### config.mk
export PLATFORM = sky130hd
export DESIGN_NAME = ict_sequencer
export DESIGN_NICKNAME = d
export VERILOG_FILES = /design/src/ict_bus_pacer.v /design/src/ict_sequencer.v
export VERILOG_INCLUDE_DIRS = /design/src
export SDC_FILE = /design/constraint.sdc
export NUM_CORES = 1
export LEC_CHECK = 0
export ABC_CLOCK_PERIOD_IN_PS = 3200
export BUFFER_PORTS_ARGS = -buffer_cell sky130_fd_sc_hd__buf_2
export CAP_MARGIN = 20
export CORE_ASPECT_RATIO = 0.5
export CORE_UTILIZATION = 55
export CTS_BUF_LIST = sky130_fd_sc_hd__clkbuf_4
export DETAILED_ROUTE_END_ITERATION = 8
export GPL_TIMING_DRIVEN = 0
export MAX_ROUTING_LAYER = met4
export PLACE_DENSITY = 0.9
export SLEW_MARGIN = 0
export SYNTH_ARGS = -nofsm -noshare
export SYNTH_HDL_FRONTEND = slang
export SYNTH_SLANG_ARGS = --single-unit
export TNS_END_PERCENT = 50
### constraint.sdc
create_clock -name clock -period 3.2 [get_ports clock]
set_input_delay 0.16 -clock clock [delete_from_list [all_inputs] [get_ports clock]]
set_output_delay 0.16 -clock clock [all_outputs]
set_load 0.05 [all_outputs]
### src/ict_consts.vh
/*
 * Cycle-budget constants for the instruction cycle timing sequencer:
 * base clocks, reads and writes per operation class, and operation codes.
 * Assumes inclusion by bare name from the design files; definitions only.
 */
`ifndef ICT_CONSTS_VH
`define ICT_CONSTS_VH

// clock period in ns, for reference by derived counts
`define ICT_CLK_PERIOD_NS 8

// operation codes
`define ICT_OP_W 5
`define ICT_OP_EXT_ADD_RR_BW 5'h00
`define ICT_OP_EXT_ADD_RR_L 5'h01
`define ICT_OP_EXT_SUB_RR_BW 5'h02
`define ICT_OP_EXT_SUB_RR_L 5'h03
`define ICT_OP_DEC_ADD_RR 5'h04
`define ICT_OP_DEC_SUB_RR 5'h05
`define ICT_OP_MEM_CMP_BW 5'h06
`define ICT_OP_EXT_ADD_MM 5'h07
`define ICT_OP_EXT_SUB_MM 5'h08
`define ICT_OP_DEC_ADD_MM 5'h09
`define ICT_OP_DEC_SUB_MM 5'h0A
`define ICT_OP_CTL_TO_CR 5'h0B
`define ICT_OP_CTL_FROM_CR 5'h0C
`define ICT_OP_PLM_ST_W 5'h0D
`define ICT_OP_PLM_LD_W 5'h0E
`define ICT_OP_PLM_ST_L 5'h0F
`define ICT_OP_PLM_LD_L 5'h10
`define ICT_OP_STATUS_TO_MEM 5'h11
`define ICT_OP_EXC_ADDR_ERR 5'h12
`define ICT_OP_EXC_BUS_ERR 5'h13
`define ICT_OP_EXC_INTERRUPT 5'h14
`define ICT_OP_EXC_BREAKPOINT 5'h15

// clocks / reads / writes
`define ICT_CLK_RR_SHORT 8'h04
`define ICT_CLK_RR_LONG 8'h06
`define ICT_CLK_MEM_CMP 8'h0C
`define ICT_CLK_EXT_MM 8'h12
`define ICT_CLK_TO_CR 8'h0A
`define ICT_CLK_FROM_CR 8'h0C
`define ICT_CLK_PLM_W 8'h10
`define ICT_CLK_PLM_L 8'h18
`define ICT_CLK_STATUS_MEM 8'h08
`define ICT_CLK_BUS_ERR 8'h7E
`define ICT_CLK_INTERRUPT 8'h2E
`define ICT_CLK_BREAKPOINT 8'h2D
`define ICT_CLK_RESET 8'h28
`define ICT_RD_RESET 6'h06
`define ICT_RD_BUS_ERR 6'h04
`define ICT_WR_BUS_ERR 6'h1A
`define ICT_RD_EXC 6'h05
`define ICT_WR_EXC 6'h04
// responder completes an acknowledge cycle within this many clocks
`define ICT_ACK_CLKS 8'h04

`endif

### src/ict_bus_pacer.v
/*
 * Bus cycle pacer: runs a budget of clocks, issuing its reads and writes on back-to-back clocks from the start.
 * Assumes a single clock; start is a one-cycle pulse while idle.
 */
`timescale 1ns/100ps
`include "ict_consts.vh"

module ict_bus_pacer (
    // clock and reset
    input wire clock,
    input wire rst,
    input wire clk_en,
    // budget
    input wire start,
    input wire [7:0] clocks,
    input wire [5:0] reads,
    input wire [5:0] writes,
    // status and bus strobes
    output reg busy,
    output reg done,
    output reg rd_strobe,
    output reg wr_strobe
);

    reg [7:0] left;
    reg [5:0] rd_left;
    reg [5:0] wr_left;

    always @(posedge clock or posedge rst) begin
        if (rst) begin
            busy <= 1'b0;
            done <= 1'b0;
            rd_strobe <= 1'b0;
            wr_strobe <= 1'b0;
            left <= 8'h00;
            rd_left <= 6'h00;
            wr_left <= 6'h00;
        end else if (clk_en) begin
            done <= 1'b0;
            rd_strobe <= 1'b0;
            wr_strobe <= 1'b0;
            if (start && !busy) begin
                busy <= 1'b1;
                left <= clocks;
                rd_left <= reads;
                wr_left <= writes;
            end else if (busy) begin
                // writes first, reads last: the final read is the next fetch
                if (wr_left != 6'h00 && left > {2'h0, rd_left} + {2'h0, wr_left}) begin
                    wr_strobe <= 1'b1;
                    wr_left <= wr_left - 6'h01;
                end else if (rd_left != 6'h00 && left > {2'h0, rd_left} - 8'h01) begin
                    rd_strobe <= 1'b1;
                    rd_left <= rd_left - 6'h01;
                end else if (wr_left != 6'h00) begin
                    wr_strobe <= 1'b1;
                    wr_left <= wr_left - 6'h01;
                end
                left <= left - 8'h01;
                if (left == 8'h01) begin
                    busy <= 1'b0;
                    done <= 1'b1;
                end
            end
        end
    end

endmodule // ict_bus_pacer

### src/ict_sequencer.v
/*
 * Instruction cycle timing sequencer: turns an operation code plus the
 * effective-address cost into a fixed clock, read and write budget.
 * Assumes issue is a level from same-clock logic; reset_pin and halt_pin
 * are pins and pass a three-stage synchroniser.
 */
// Behaviour
// - each arithmetic count already covers operand fetch, operation, store and next fetch, nothing extra.
// - register forms of extended add/subtract take 4 clocks 1 read (byte/word) or 6 (long); decimal takes 6.
// - memory compare takes 12 clocks 3 reads; extended memory forms take 18 clocks 3 reads 1 write.
// - additive operations add the effective-address clocks, reads and writes to the base.
// - to a control register 10 clocks 2 reads; from a control register 12 clocks 2 reads.
// - peripheral lane move word 16 clocks (2 writes or 4 reads), long 24 clocks (4 writes or 6 reads).
// - status to memory uses non-fetching address time plus 8 clocks, 1 read, 1 write.
// - index register width has no effect on execution time.
// - address and bus errors take 126 clocks, 4 reads, 26 writes including stacking and vector fetch.
// - interrupt takes 46 clocks and breakpoint 45, assuming acknowledge ends within four clocks.
// - after reset and halt both read negated, 40 clocks with 6 reads and no writes precede execution.
`timescale 1ns/100ps
`include "ict_consts.vh"

module ict_sequencer (
    // clock and reset
    input wire clock,
    input wire rst,
    input wire clk_en,
    // processor control pins
    input wire reset_pin_n,
    input wire halt_pin_n,
    // operation request
    input wire issue,
    input wire [4:0] opcode,
    input wire [7:0] ea_clocks,
    input wire [5:0] ea_reads,
    input wire [5:0] ea_writes,
    input wire index_long,
    // status
    output wire ready,
    output reg running,
    output reg op_done,
    output reg [7:0] budget_clocks,
    output reg [5:0] budget_reads,
    output reg [5:0] budget_writes,
    // bus strobes
    output wire bus_read,
    output wire bus_write
);

    localparam ST_HELD = 2'h0;
    localparam ST_START = 2'h1;
    localparam ST_IDLE = 2'h2;
    localparam ST_EXEC = 2'h3;

    ////////////////////////////////////////////////////////////////////////
    // pin synchronisers: change counts when stages two and three agree
    reg [2:0] rst_sync;
    reg [2:0] halt_sync;
    reg pins_negated;
    always @(posedge clock or posedge rst) begin
        if (rst) begin
            rst_sync <= 3'h0;
            halt_sync <= 3'h0;
            pins_negated <= 1'b0;
        end else if (clk_en) begin
            rst_sync <= {rst_sync[1:0], reset_pin_n};
            halt_sync <= {halt_sync[1:0], halt_pin_n};
            if (rst_sync[1] == rst_sync[2] && halt_sync[1] == halt_sync[2])
                pins_negated <= rst_sync[2] & halt_sync[2];
        end
    end

    ////////////////////////////////////////////////////////////////////////
    // budget lookup
    function [19:0] base_cost;
        input [4:0] op;
        begin
            case (op)
                `ICT_OP_EXT_ADD_RR_BW, `ICT_OP_EXT_SUB_RR_BW:
                    base_cost = {`ICT_CLK_RR_SHORT, 6'h01, 6'h00};
                `ICT_OP_EXT_ADD_RR_L, `ICT_OP_EXT_SUB_RR_L, `ICT_OP_DEC_ADD_RR, `ICT_OP_DEC_SUB_RR:
                    base_cost = {`ICT_CLK_RR_LONG, 6'h01, 6'h00};
                `ICT_OP_MEM_CMP_BW:
                    base_cost = {`ICT_CLK_MEM_CMP, 6'h03, 6'h00};
                `ICT_OP_EXT_ADD_MM, `ICT_OP_EXT_SUB_MM, `ICT_OP_DEC_ADD_MM, `ICT_OP_DEC_SUB_MM:
                    base_cost = {`ICT_CLK_EXT_MM, 6'h03, 6'h01};
                `ICT_OP_CTL_TO_CR:
                    base_cost = {`ICT_CLK_TO_CR, 6'h02, 6'h00};
                `ICT_OP_CTL_FROM_CR:
                    base_cost = {`ICT_CLK_FROM_CR, 6'h02, 6'h00};
                `ICT_OP_PLM_ST_W:
                    base_cost = {`ICT_CLK_PLM_W, 6'h02, 6'h02};
                `ICT_OP_PLM_LD_W:
                    base_cost = {`ICT_CLK_PLM_W, 6'h04, 6'h00};
                `ICT_OP_PLM_ST_L:
                    base_cost = {`ICT_CLK_PLM_L, 6'h02, 6'h04};
                `ICT_OP_PLM_LD_L:
                    base_cost = {`ICT_CLK_PLM_L, 6'h06, 6'h00};
                `ICT_OP_STATUS_TO_MEM:
                    base_cost = {`ICT_CLK_STATUS_MEM, 6'h01, 6'h01};
                `ICT_OP_EXC_ADDR_ERR, `ICT_OP_EXC_BUS_ERR:
                    base_cost = {`ICT_CLK_BUS_ERR, `ICT_RD_BUS_ERR, `ICT_WR_BUS_ERR};
                `ICT_OP_EXC_INTERRUPT:
                    base_cost = {`ICT_CLK_INTERRUPT, `ICT_RD_EXC, `ICT_WR_EXC};
                `ICT_OP_EXC_BREAKPOINT:
                    base_cost = {`ICT_CLK_BREAKPOINT, `ICT_RD_EXC, `ICT_WR_EXC};
                default:
                    base_cost = {`ICT_CLK_RR_SHORT, 6'h01, 6'h00};
            endcase
        end
    endfunction

    // only status-to-memory takes the address cost; other codes here are fixed
    function is_additive;
        input [4:0] op;
        begin
            is_additive = (op == `ICT_OP_STATUS_TO_MEM);
        end
    endfunction

    wire [19:0] cost = base_cost(opcode);
    wire add_ea = is_additive(opcode);
    // index_long deliberately unused in the sum
    wire index_ignored = index_long & 1'b0;
    wire [7:0] next_clocks = cost[19:12] + (add_ea ? ea_clocks : 8'h00) + {7'h00, index_ignored};
    wire [5:0] next_reads = cost[11:6] + (add_ea ? ea_reads : 6'h00);
    wire [5:0] next_writes = cost[5:0] + (add_ea ? ea_writes : 6'h00);

    ////////////////////////////////////////////////////////////////////////
    // control
    reg [1:0] state;
    reg pace_start;
    wire pace_busy;
    wire pace_done;

    assign ready = (state == ST_IDLE) && !pace_busy;

    always @(posedge clock or posedge rst) begin
        if (rst) begin
            state <= ST_HELD;
            running <= 1'b0;
            op_done <= 1'b0;
            pace_start <= 1'b0;
            budget_clocks <= 8'h00;
            budget_reads <= 6'h00;
            budget_writes <= 6'h00;
        end else if (clk_en) begin
            pace_start <= 1'b0;
            op_done <= 1'b0;
            if (!pins_negated && state != ST_HELD) begin
                state <= ST_HELD;
                running <= 1'b0;
            end else begin
                case (state)
                    ST_HELD: begin
                        // a budget cut short by the pins must drain first, or start-up runs short
                        if (pins_negated && !pace_busy) begin
                            budget_clocks <= `ICT_CLK_RESET;
                            budget_reads <= `ICT_RD_RESET;
                            budget_writes <= 6'h00;
                            pace_start <= 1'b1;
                            state <= ST_START;
                        end
                    end
                    ST_START: begin
                        if (pace_done) begin
                            running <= 1'b1;
                            state <= ST_IDLE;
                        end
                    end
                    ST_IDLE: begin
                        if (issue && ready) begin
                            budget_clocks <= next_clocks;
                            budget_reads <= next_reads;
                            budget_writes <= next_writes;
                            pace_start <= 1'b1;
                            state <= ST_EXEC;
                        end
                    end
                    ST_EXEC: begin
                        if (pace_done) begin
                            op_done <= 1'b1;
                            state <= ST_IDLE;
                        end
                    end
                    default: state <= ST_HELD;
                endcase
            end
        end
    end

    ////////////////////////////////////////////////////////////////////////
    // paced bus cycles inside the fixed budget
    ict_bus_pacer u_pacer (
        .clock(clock),
        .rst(rst),
        .clk_en(clk_en),
        .start(pace_start),
        .clocks(budget_clocks),
        .reads(budget_reads),
        .writes(budget_writes),
        .busy(pace_busy),
        .done(pace_done),
        .rd_strobe(bus_read),
        .wr_strobe(bus_write)
    );

endmodule // ict_sequencer

### After elaboration in Yosys (flattened, before gate mapping)

Memory sizes are Yosys's and may differ from the RTL's.
Index checks and enable logic that the tools add are counted.
W data, S select, Z words.

* $add $sub $neg: 8
* bitwise operators: 2
* reductions and logical operators: 28
* magnitude comparators: 2
* equality and inequality tests: 14
* multiplexer cells: 53

Operators by type and width (number)
* $mux W6: 15
* $mux W8: 5
* $mux W1: 24
* $pmux W6 S2: 2
* $gt A8 B8 Y1: 2
* $pmux W8 S2: 1
* $add A6 B6 Y6: 2
* $reduce_and A4 Y1: 3
* $reduce_bool A2 Y1: 6
* $reduce_bool A6 Y1: 2
* $sub A6 B1 Y6 const B: 2
* $ne A3 B1 Y1 const B: 3
* $add A8 B8 Y8: 1
* $eq A8 B1 Y1 const B: 1
* $logic_and A1 B1 Y1: 8
* $mux W2: 4
* $sub A8 B1 Y8 const B: 1
* $add A6 B6 Y7: 1
* $sub A6 B1 Y7 const B: 1
* $pmux W2 S3: 1
* $eq A5 B5 Y1 const B: 1
* $reduce_and A5 Y1: 1
* $eq A2 B2 Y1 const B: 2
* $ne A2 B1 Y1 const B: 2
* 13 further kinds: 16

* memories kept: 1
* logic and storage cells: 125
* output and inout bits: 25
* bits in read-only memories: 480
* bits in registers: 56

Memories
* (name not given): words 32, bits a word 15, rd ports 1, clocked after memory_dff 0, wr ports 0, line ict_sequencer.v:77 `case (op)`

### Logic depth before layout (Yosys ltp)

Gate-level depths: netlist of the first run.

* depth after elaboration: 7
* gate-level depth with buffers: 15
* mapped depth without buffers: 15

### Hierarchy

Synthesis of the first run repeated with hierarchy kept, for this count alone.

* cell total of the unflattened synthesis: 487
* area total of the unflattened synthesis: 4435.5 um^2

By module, submodules not included
* ict_sequencer: area each 2403.6 um^2, instances 1, cells an instance 253
* ict_bus_pacer: area each 2031.9 um^2, instances 1, cells an instance 234

### Least setup slack after synthesis of the first run

OpenSTA, ideal clock, no wires.

* kind: register to register
* start: reg u_pacer.rd_left[0]
* end: reg u_pacer.rd_left[2]
* arrival time: 3.090 ns
* path slack: -0.015 ns
* library setup time: 0.125 ns
* data required time: 3.075 ns
* path buffers: 0
* stages on the path, launching flop included: 16
* cell sequence: dfrtp_1 ha_1 fa_1 a21oi_1 nor2_1 nor2_1 o21bai_1 a21oi_1 ha_1 a211o_1 a31oi_1 o21ai_1 o21ai_4 nand2_4 a21o_4 mux2_4

* cells in the longest elaborated chain, start to end: 5
* elaborated cells between the ends (all ways): 15
* classes of those cells: 3 x add/sub; 2 x order compare; 1 x eq/ne; 4 x mux; 5 x reduce/logical

Ends and longest elaborated chain
* start, declared: line ict_bus_pacer.v:26 `reg [5:0] rd_left;`
* start signal, assigned: line ict_bus_pacer.v:45 `rd_left <= reads;`
* start signal, assigned: line ict_bus_pacer.v:54 `rd_left <= rd_left - 6'h01;`
* $add A6 B6 Y7, or another cell as far along: line ict_bus_pacer.v:49 `if (wr_left != 6'h00 && left > {2'h0, rd_left} + {2'h0, wr_left}) begin`
* $gt A8 B8 Y1, or another cell as far along: line ict_bus_pacer.v:49
* $logic_and A1 B1 Y1, or another cell as far along: line ict_bus_pacer.v:49
* $ne A2 B1 Y1 (no line), or another cell as far along
* $reduce_and A4 Y1 (no line) / $mux W6 (equally long branches)

Parallel ways exist; a longest one is shown, timed or not. The select of a mux whose other input is x is not followed.
A chain may end at the register's enable or synchronous reset.

### Worst setup path after layout of the first run

* start: reg u_pacer.wr_left[0]
* end: reg u_pacer.rd_left[4]

* cells in the longest elaborated chain, start to end: 5
* elaborated cells between the ends (all ways): 6
* classes of those cells: 1 x add/sub; 1 x order compare; 1 x eq/ne; 3 x reduce/logical

Ends and longest elaborated chain
* start, declared: line ict_bus_pacer.v:27 `reg [5:0] wr_left;`
* start signal, assigned: line ict_bus_pacer.v:46 `wr_left <= writes;`
* start signal, assigned: line ict_bus_pacer.v:51 `wr_left <= wr_left - 6'h01;`
* start signal, assigned: line ict_bus_pacer.v:57 `wr_left <= wr_left - 6'h01;`
* $add A6 B6 Y7: line ict_bus_pacer.v:49
* $gt A8 B8 Y1: line ict_bus_pacer.v:49
* $logic_and A1 B1 Y1 *: line ict_bus_pacer.v:49
* $ne A2 B1 Y1 (no line) *
* $reduce_and A4 Y1 (no line) *

Mark *: on every way between the ends. The rest lies on a longest branch, timed or not.

==> summary.md, run 1 <==
| Metric | Value |
|---|---|
| Die height | `64.9 um` |
| Total GRT Usage | `30.0%` |
| Largest fanout on the critical path | `5` |
| Final GP Congestion | `0.954` |
| Largest net degree at the start of global routing | `36` |
| Setup repair after global routing missed its margin | `true` |
| Routed Antenna Nets | `0` |
| Setup CP Type | `reg -> reg` |
| Layout cells sized above 1 | `20.7%` |
| Seq/Total Area, Yosys | `32.2%` |
| Design area | `0.00502 mm2` |
| Final min period | `3430 ps` |
| Synth Area in XOR/XNOR | `4.83%` |
| Max stage delay on crit path | `450 ps` |
| LEAKAGE | `2.35 nW` |
| Post-Synth Simple-Gate Area | `16.4%` |
| Remaining DRCs | `0` |
| Multi-input gate area | `0.00284 mm2` |
| Crit. End Element | `flop` |
| Area occupied by registers | `0.00140 mm2` |
| Core area | `0.00749 mm2` |
| Fmax | `292 MHz` |
| Diode count | `0` |
| Vias | `4020` |
| Post-DP Area | `0.00478 mm2` |
| Global-route wire length before repair | `18800 um` |
| Setup WS post-layout | `-226 ps` |
| Post-Syn Area | `0.00436 mm2` |
| GR Overflow Total | `0` |
| Fin crit share | `107%` |
| Max-slew violation count | `0` |
| Worst EP required | `3520 ps` |
| Clock-pin slew on the worst setup and hold paths | `170 ps` |
| Top Metal Used | `met4` |
| Hold Path Class | `in -> reg` |
| Worst Max-Slew Pin Slew | `741 ps` |
| Seq cells post-synth | `56` |
| Clock Latency Late Sink | `410 ps` |
| Area growth syn-to-layout | `15.2%` |
| Synthesized area per cell | `9.11 um2` |
| Max cap viols | `0` |
| Outcome | `finished, violations left` |
| Clk sinks | `56` |
| Netlist cell types | `62` |
| Via density | `6.06` |
| Wire per inst | `17.2 um` |
| Fill cells | `586` |
| Chip Width | `128 um` |
| VDD IR max | `0.000260 V` |
| HPWL after DPL | `8500 um` |
| # rows | `22` |
| Final Hold Viols | `0` |
| Vias in the first global route | `3884` |
| Max transition margin | `50.0%` |
| IO Pins | `57` |
| Primary FF master, synth | `dfrtp_1` |
| Sum of routed wire segments on met1 | `4900 um` |
| Routed WL | `11400 um` |
| Initial core utilization | `58.2%` |
| R2R depth | `15` |
| Mapped Cells | `478` |
| CTS buffer count | `5` |
| CTS H-Tree Depth | `2` |
| Root Driver | `clkbuf_4` |
| DIE AREA | `0.00830 mm2` |
| Post-synthesis compound-gate area fraction | `22.6%` |
| Ordered list of cells on the worst path | `ha_2, fa_2, a21oi_2, nor2_1, nor2_1, o21bai_1, a21oi_2, ha_1, a211o_1, a31oi_1, o21ai_1, o21ai_4, nand2_4, a21o_4, mux2_4` |
| Main combinational cell family by area after synthesis | `compound AO/OA/AOI/OAI gates` |
| Critical path launch point type | `flop` |
| Mux share of post-synthesis cell area | `3.62%` |
| Worst hold stages | `4` |
| WL met2 | `5270 um` |
| Final setup violation count | `12` |
| Fraction of registers with async set/reset | `100%` |
| Slowest CP cell | `dfrtp_1` |
| Setup TNS | `-1820 ps` |
| Synth warnings | `0` |
| Final net count | `641` |
| Critical Path AT | `3740 ps` |
| Drt pass-1 iters | `5` |
| Post-Syn Nets | `565` |
| Initial DRC count | `372` |
| Clock Tree Buf Depth | `2` |
| IO Port Bufs | `54` |
| Clock Skews | `15.4 ps` |
| Number of flops mapped to enable cells by yosys | `0` |
| Power Density | `709 mW/mm2` |
| Failing checks | `setup timing` |
| Initial antenna violation count | `0` |
| DR WL met3 | `888 um` |
| Synth Area in Adders | `16.5%` |
| CTS tree | `done` |
cells by family after synthesis:
kind of cell,Yosys count
AO/OA/AOI/OAI,143
XOR/XNOR,24
adder cells (fa/ha/maj),55
buffers and inverters,43
flip-flops,56
multiplexers,13
AND/OR/NAND/NOR,144
report_power, final:
| part | total (W) | switching, W | internal [W] |
|---|---|---|---|
| Sequential | 0.00113 | 0.000252 | 0.000879 |
| Combinational | 0.00209 | 0.00118 | 0.000906 |
| Clock | 0.000334 | 0.000245 | 0.0000892 |
metrics by stage:
step                      total power (W)  hold slack, ps  cells  util, %  worst slack, ps
after floorplan                   0.00251             312    478        -             14.1
after global placement            0.00285             398    640     63.6             -262
after detailed placement          0.00299             221    641     63.9             -413
after CTS                         0.00344             124    662     66.5             -183
after global routing              0.00381             140    663     67.0             -336
final                             0.00355             114    663     67.0             -226
critical path, delay by kind of cell (launching register included):
family	cells	cell delay, ps
and+or+nand+nor	3	300
adders and majority gates	3	840
AOI/OAI and AO/OA	8	1420
muxes	1	310
DFF	1	450
routing by layer:
metal	vias to the layer above	global-route usage, %
met5	-	-
li1	1880	-
met1	1881	38.5
met3	41	4.38
met4	0	10.9
met2	218	48.9
final cells by class:
class / count / share of cell area, %
Timing Repair Buffer: 69 / 8.11
Inverter: 24 / 1.80
Multi-Input combinational cell: 379 / 56.7
Tap cell: 108 / 2.69
Clock inverter: 3 / 0.449
Buffer: 19 / 1.55
Clock buffer: 5 / 0.748
Sequential cell: 56 / 28.0
state kept, by name (all words and copies together), names as in the netlist:
name and count:
budget_writes 6, pins_negated 1, budget_reads 6, u_pacer.done 1, u_pacer.left 8, u_pacer.busy 1, pace_start 1, u_pacer.rd_strobe 1
op_done 1, rst_sync 3, state 2, u_pacer.wr_left 6, running 1, halt_sync 3, budget_clocks 8, u_pacer.rd_left 6
u_pacer.wr_strobe 1
synth_stat cells (6+ instances only):
cell / number / area [um2]
clkbuf_1: 14 / 52.6
a21oi_1: 35 / 175
nor3_1: 11 / 55.1
nor2b_1: 7 / 43.8
nand2_1: 45 / 169
dfrtp_1: 56 / 1400
nand3_1: 9 / 45.0
o21ai_0: 34 / 170
mux2_2: 6 / 67.6
o22ai_1: 6 / 37.5
a21o_1: 8 / 60.1
xor2_1: 12 / 105
xnor2_1: 12 / 105
inv_1: 22 / 82.6
ha_1: 51 / 638
and2_1: 18 / 113
nor2_1: 30 / 113
a22o_1: 7 / 61.3
cells in the final DEF, fill, tap and decap left out, drive strengths merged, types with 3 or more instances in the layout:
cell type / count
clkinv: 4
a211oi: 4
and3: 5
buf: 71
a31oi: 5
a221o: 3
and2: 18
mux2i: 3
o21ai: 37
o21bai: 3
clkbuf: 19
a2bb2oi: 3
nor3: 11
dfrtp: 56
nand3: 9
nand4: 4
nand2: 46
fa: 4
inv: 23
or3: 3
nor2: 32
xnor2: 12
a32o: 3
nor2b: 7
a21o: 10
mux2: 10
ha: 51
o22ai: 6
a21oi: 35
o32ai: 3
o22a: 5
xor2: 12
o21a: 3
dlygate4sd3: 3
a22o: 7
timing repair:
item,in CTS,in global routing
hold endpoints to repair,23,0
resized for setup,8,5
pin swaps,16,6
setup buffers,10,1
hold buffers,3,0
setup endpoints to repair,13,14
final timing paths:
kind                                                      from                        endpoint  slack, ps
min in group asynchronous                                  rst        halt_sync[0]$_DFFE_PP0P_        300
worst min register to register   u_pacer.wr_strobe$_DFFE_PP0P_   u_pacer.wr_strobe$_DFFE_PP0P_        510
max in group asynchronous                                  rst  u_pacer.wr_left[1]$_DFFE_PP0P_       2340
worst max-delay path            u_pacer.wr_left[0]$_DFFE_PP0P_  u_pacer.rd_left[4]$_DFFE_PP0P_       -230
worst min-delay path                              ea_clocks[7]    budget_clocks[7]$_DFFE_PP0P_        110
worst max register to register  u_pacer.wr_left[0]$_DFFE_PP0P_  u_pacer.rd_left[4]$_DFFE_PP0P_       -230
(Power assumes the default switching activity.)
==> inputs of run 2 (changes only) <==
CORE_MARGIN = 4   (was not set)
==> summary.md, run 2 (synthesis gave the netlist of run 1 again) <==
| Metric | Value |
|---|---|
| Outcome | `finished, violations left` |
| Failing checks | `setup timing` |
| Setup CP Type | `reg -> reg` |
| CTS buffer count | `5 (unchanged)` |
| Total GRT Usage | `25.3% (-4.7 points)` |
| Setup WS post-layout | `-155 ps (+71.5 ps)` |
| Initial core utilization | `58.0% (-0.21 points)` |
| Ordered list of cells on the worst path | `ha_4, fa_2, a21oi_2, nor2_1, nor2_1, o21bai_1, a21oi_2, ha_1, a211o_1, a31oi_1, o21ai_1, o21ai_4, nand2_4, a21o_4, mux2_4` |
| Chip Width | `134 um (+4.7%)` |
| Max-slew violation count | `0 (unchanged)` |
| Clock Tree Buf Depth | `2 (unchanged)` |
| Die height | `70.9 um (+9.2%)` |
| Routed WL | `11400 um (-0.35%)` |
| CTS tree | `done` |
| Wire per inst | `17.2 um (-0.20%)` |
| Clock-pin slew on the worst setup and hold paths | `170 ps (about the same)` |
| Max stage delay on crit path | `470 ps (+20 ps)` |
| Area growth syn-to-layout | `14.7%` |
| Clock Skews | `15.3 ps (-0.110 ps)` |
| Critical path launch point type | `flop` |
| Drt pass-1 iters | `5 (unchanged)` |
| IO Pins | `57 (unchanged)` |
| Max transition margin | `49.6% (-0.46 points)` |
| Family with the most delay on the worst path | `compound AO/OA/AOI/OAI gates` |
| Worst Setup EP | `u_pacer.rd_left[2]$_DFFE_PP0P_` |
| Clk network pwr share | `9.4% (about the same)` |
| Final Hold Viols | `0 (unchanged)` |
| LEAKAGE | `2.34 nW (-0.55%)` |
| Initial DRC count | `392 (+5.4%)` |
| Post-DP Area | `0.00478 mm2 (unchanged)` |
| Vias | `3999 (-0.52%)` |
| Critical Path AT | `3660 ps (-80 ps)` |
| Worst path bufs/invs | `0 (unchanged)` |
| Sw power | `0.00163 W (-2.8%)` |
| Initial antenna violation count | `0 (unchanged)` |
| Final setup violation count | `12 (unchanged)` |
| Slowest CP cell | `dfrtp_1` |
| Worst Max-Slew Pin Slew | `748 ps (+6.77 ps)` |
| Core area | `0.00751 mm2 (+0.37%)` |
| Fill cells | `575 (-1.9%)` |
| Via density | `6.04 (-0.37%)` |
| Diode count | `0 (unchanged)` |
| GR Overflow Total | `0 (unchanged)` |
| Final GP Congestion | `0.913 (-4.3%)` |
| R2R depth | `15 (unchanged)` |
| Final net count | `640 (-0.16%)` |
| IO Port Bufs | `54 (unchanged)` |
| Global-route wire length before repair | `18800 um (+0.15%)` |
| Crit. Startpoint | `u_pacer.wr_left[0]$_DFFE_PP0P_` |
| Root Driver | `clkbuf_4` |
| # rows | `22 (unchanged)` |
| Most common cell after layout, fill and taps aside | `buf_2` |
| CTS H-Tree Depth | `2 (unchanged)` |
| Biggest regs | `budget_clocks: 8 flops, u_pacer.left: 8 flops` |
| Largest net degree at the start of global routing | `30 (-17%)` |
| Most frequent cells in the layout | `buf_2 (59), dfrtp_1 (55), ha_1 (50), nand2_1 (45), o21ai_0 (34)` |
| Fmax | `298 MHz (+2.1%)` |
| Share of power burned in combinational logic | `58.2% (-0.6 points)` |
| Worst R2R Setup Slack | `-150 ps (+70 ps)` |
| Hold Path Class | `in -> reg` |
| Layout cells sized above 1 | `20.2% (-0.50 points)` |
| Largest fanout on the critical path | `5 (unchanged)` |
| Place WS | `-361 ps (+52.6 ps)` |
| Routed Antenna Nets | `0 (unchanged)` |
| Int Pwr | `0.00186 W (-0.57%)` |
| Setup repair after global routing missed its margin | `true` |
| VDD IR max | `0.000259 V (-0.31%)` |
| Clk sinks | `56 (unchanged)` |
| Clock Latency Late Sink | `400 ps (about the same)` |
| Power Density | `700 mW/mm2 (-1.2%)` |
| Worst EP required | `3510 ps (about the same)` |
| Reg2reg end | `u_pacer.rd_left[2]$_DFFE_PP0P_` |
| Final min period | `3350 ps (-71.5 ps)` |
| Design area | `0.00500 mm2 (-0.40%)` |
| Switching portion of total power | `46.7% (-0.56 points)` |
| Sequential share of power | `32.4% (+0.6 points)` |
| Max cap viols | `0 (unchanged)` |
| Final core area utilization | `66.5% (-0.51 points)` |
| Remaining DRCs | `0 (unchanged)` |
| DIE AREA | `0.00949 mm2 (+14%)` |
| HPWL after DPL | `8440 um (-0.68%)` |
| Crit. End Element | `flop` |
| Fin crit share | `105% (-2.2 points)` |
| Reg2reg start | `u_pacer.wr_left[0]$_DFFE_PP0P_` |
| Vias in the first global route | `3937 (+1.4%)` |
| Crit path depth | `15 (unchanged)` |
[run 2: worst reg2reg max path, delay by kind of cell (launching register included)]
family | cells | cell delay (ps)
adder cells (fa/ha/maj) | 3 | 820
AND/OR/NAND/NOR | 3 | 280
AO/OA/AOI/OAI | 8 | 1380
flip-flops | 1 | 470
multiplexers | 1 | 300
[run 2: worst min path at each step]
stage               cells past startpoint  slack [ps]    startpoint                           end
floorplan                               1         310    halt_pin_n      halt_sync[0]$_DFFE_PP0P_
detailed placement                      2         280           rst       rst_sync[2]$_DFFE_PP0P_
finish                                  4         150  ea_writes[5]  budget_writes[5]$_DFFE_PP0P_
global route                            4         140  ea_clocks[7]  budget_clocks[7]$_DFFE_PP0P_
global placement                        2         400   reset_pin_n       rst_sync[0]$_DFFE_PP0P_
CTS                                     4         140  ea_clocks[7]  budget_clocks[7]$_DFFE_PP0P_
[run 2: cell type report]
type | instances | area (um2) | area share (%)
Multi-Input combinational cell | 379 | 2830 | 56.7
Sequential cell | 56 | 1400 | 28.1
Timing Repair Buffer | 68 | 399 | 7.99
Tap cell | 108 | 135 | 2.70
Inverter | 24 | 90.1 | 1.80
Buffer | 19 | 77.6 | 1.55
Clock buffer | 5 | 37.5 | 0.751
Clock inverter | 3 | 21.3 | 0.426
[run 2: repair_timing]
item                                   in CTS  in global routing
hold buffers                                3                  0
endpoints found under the hold margin      30                  0
pin swaps                                  14                  1
gates resized for setup                     9                  3
setup endpoints to repair                  12                 13
buffers inserted                           10                  0
[run 2: routing by layer]
| metal | track usage [%] | wire length (um) | vias up |
|---|---|---|---|
| li1 | - | - | 1874 |
| met4 | 9.92 | 337 | 0 |
| met1 | 32.6 | 4890 | 1902 |
| met2 | 41.3 | 5330 | 186 |
| met3 | 3.20 | 819 | 37 |
| met5 | - | 0 | - |
[run 2: stage by stage]
step	std cells	total power (W)	TNS [ps]	hold slack (ps)
3_5_place_dp	641	0.00295	-2970	276
6_report	662	0.00350	-1320	145
5_1_grt	662	0.00376	-2800	136
3_3_place_gp	640	0.00285	-1770	395
4_1_cts	662	0.00341	-802	136
2_1_floorplan	478	0.00251	0	312
[run 2: power groups by stage]
| stage | clock (W) | sequential [W] | combinational, W |
|---|---|---|---|
| floorplan | 0 | 0.00119 | 0.00132 |
| global route | 0.000351 | 0.00116 | 0.00225 |
| CTS | 0.000328 | 0.00111 | 0.00197 |
| detailed placement | 0 | 0.00113 | 0.00182 |
| global placement | 0 | 0.00112 | 0.00173 |
| finish | 0.000330 | 0.00113 | 0.00203 |
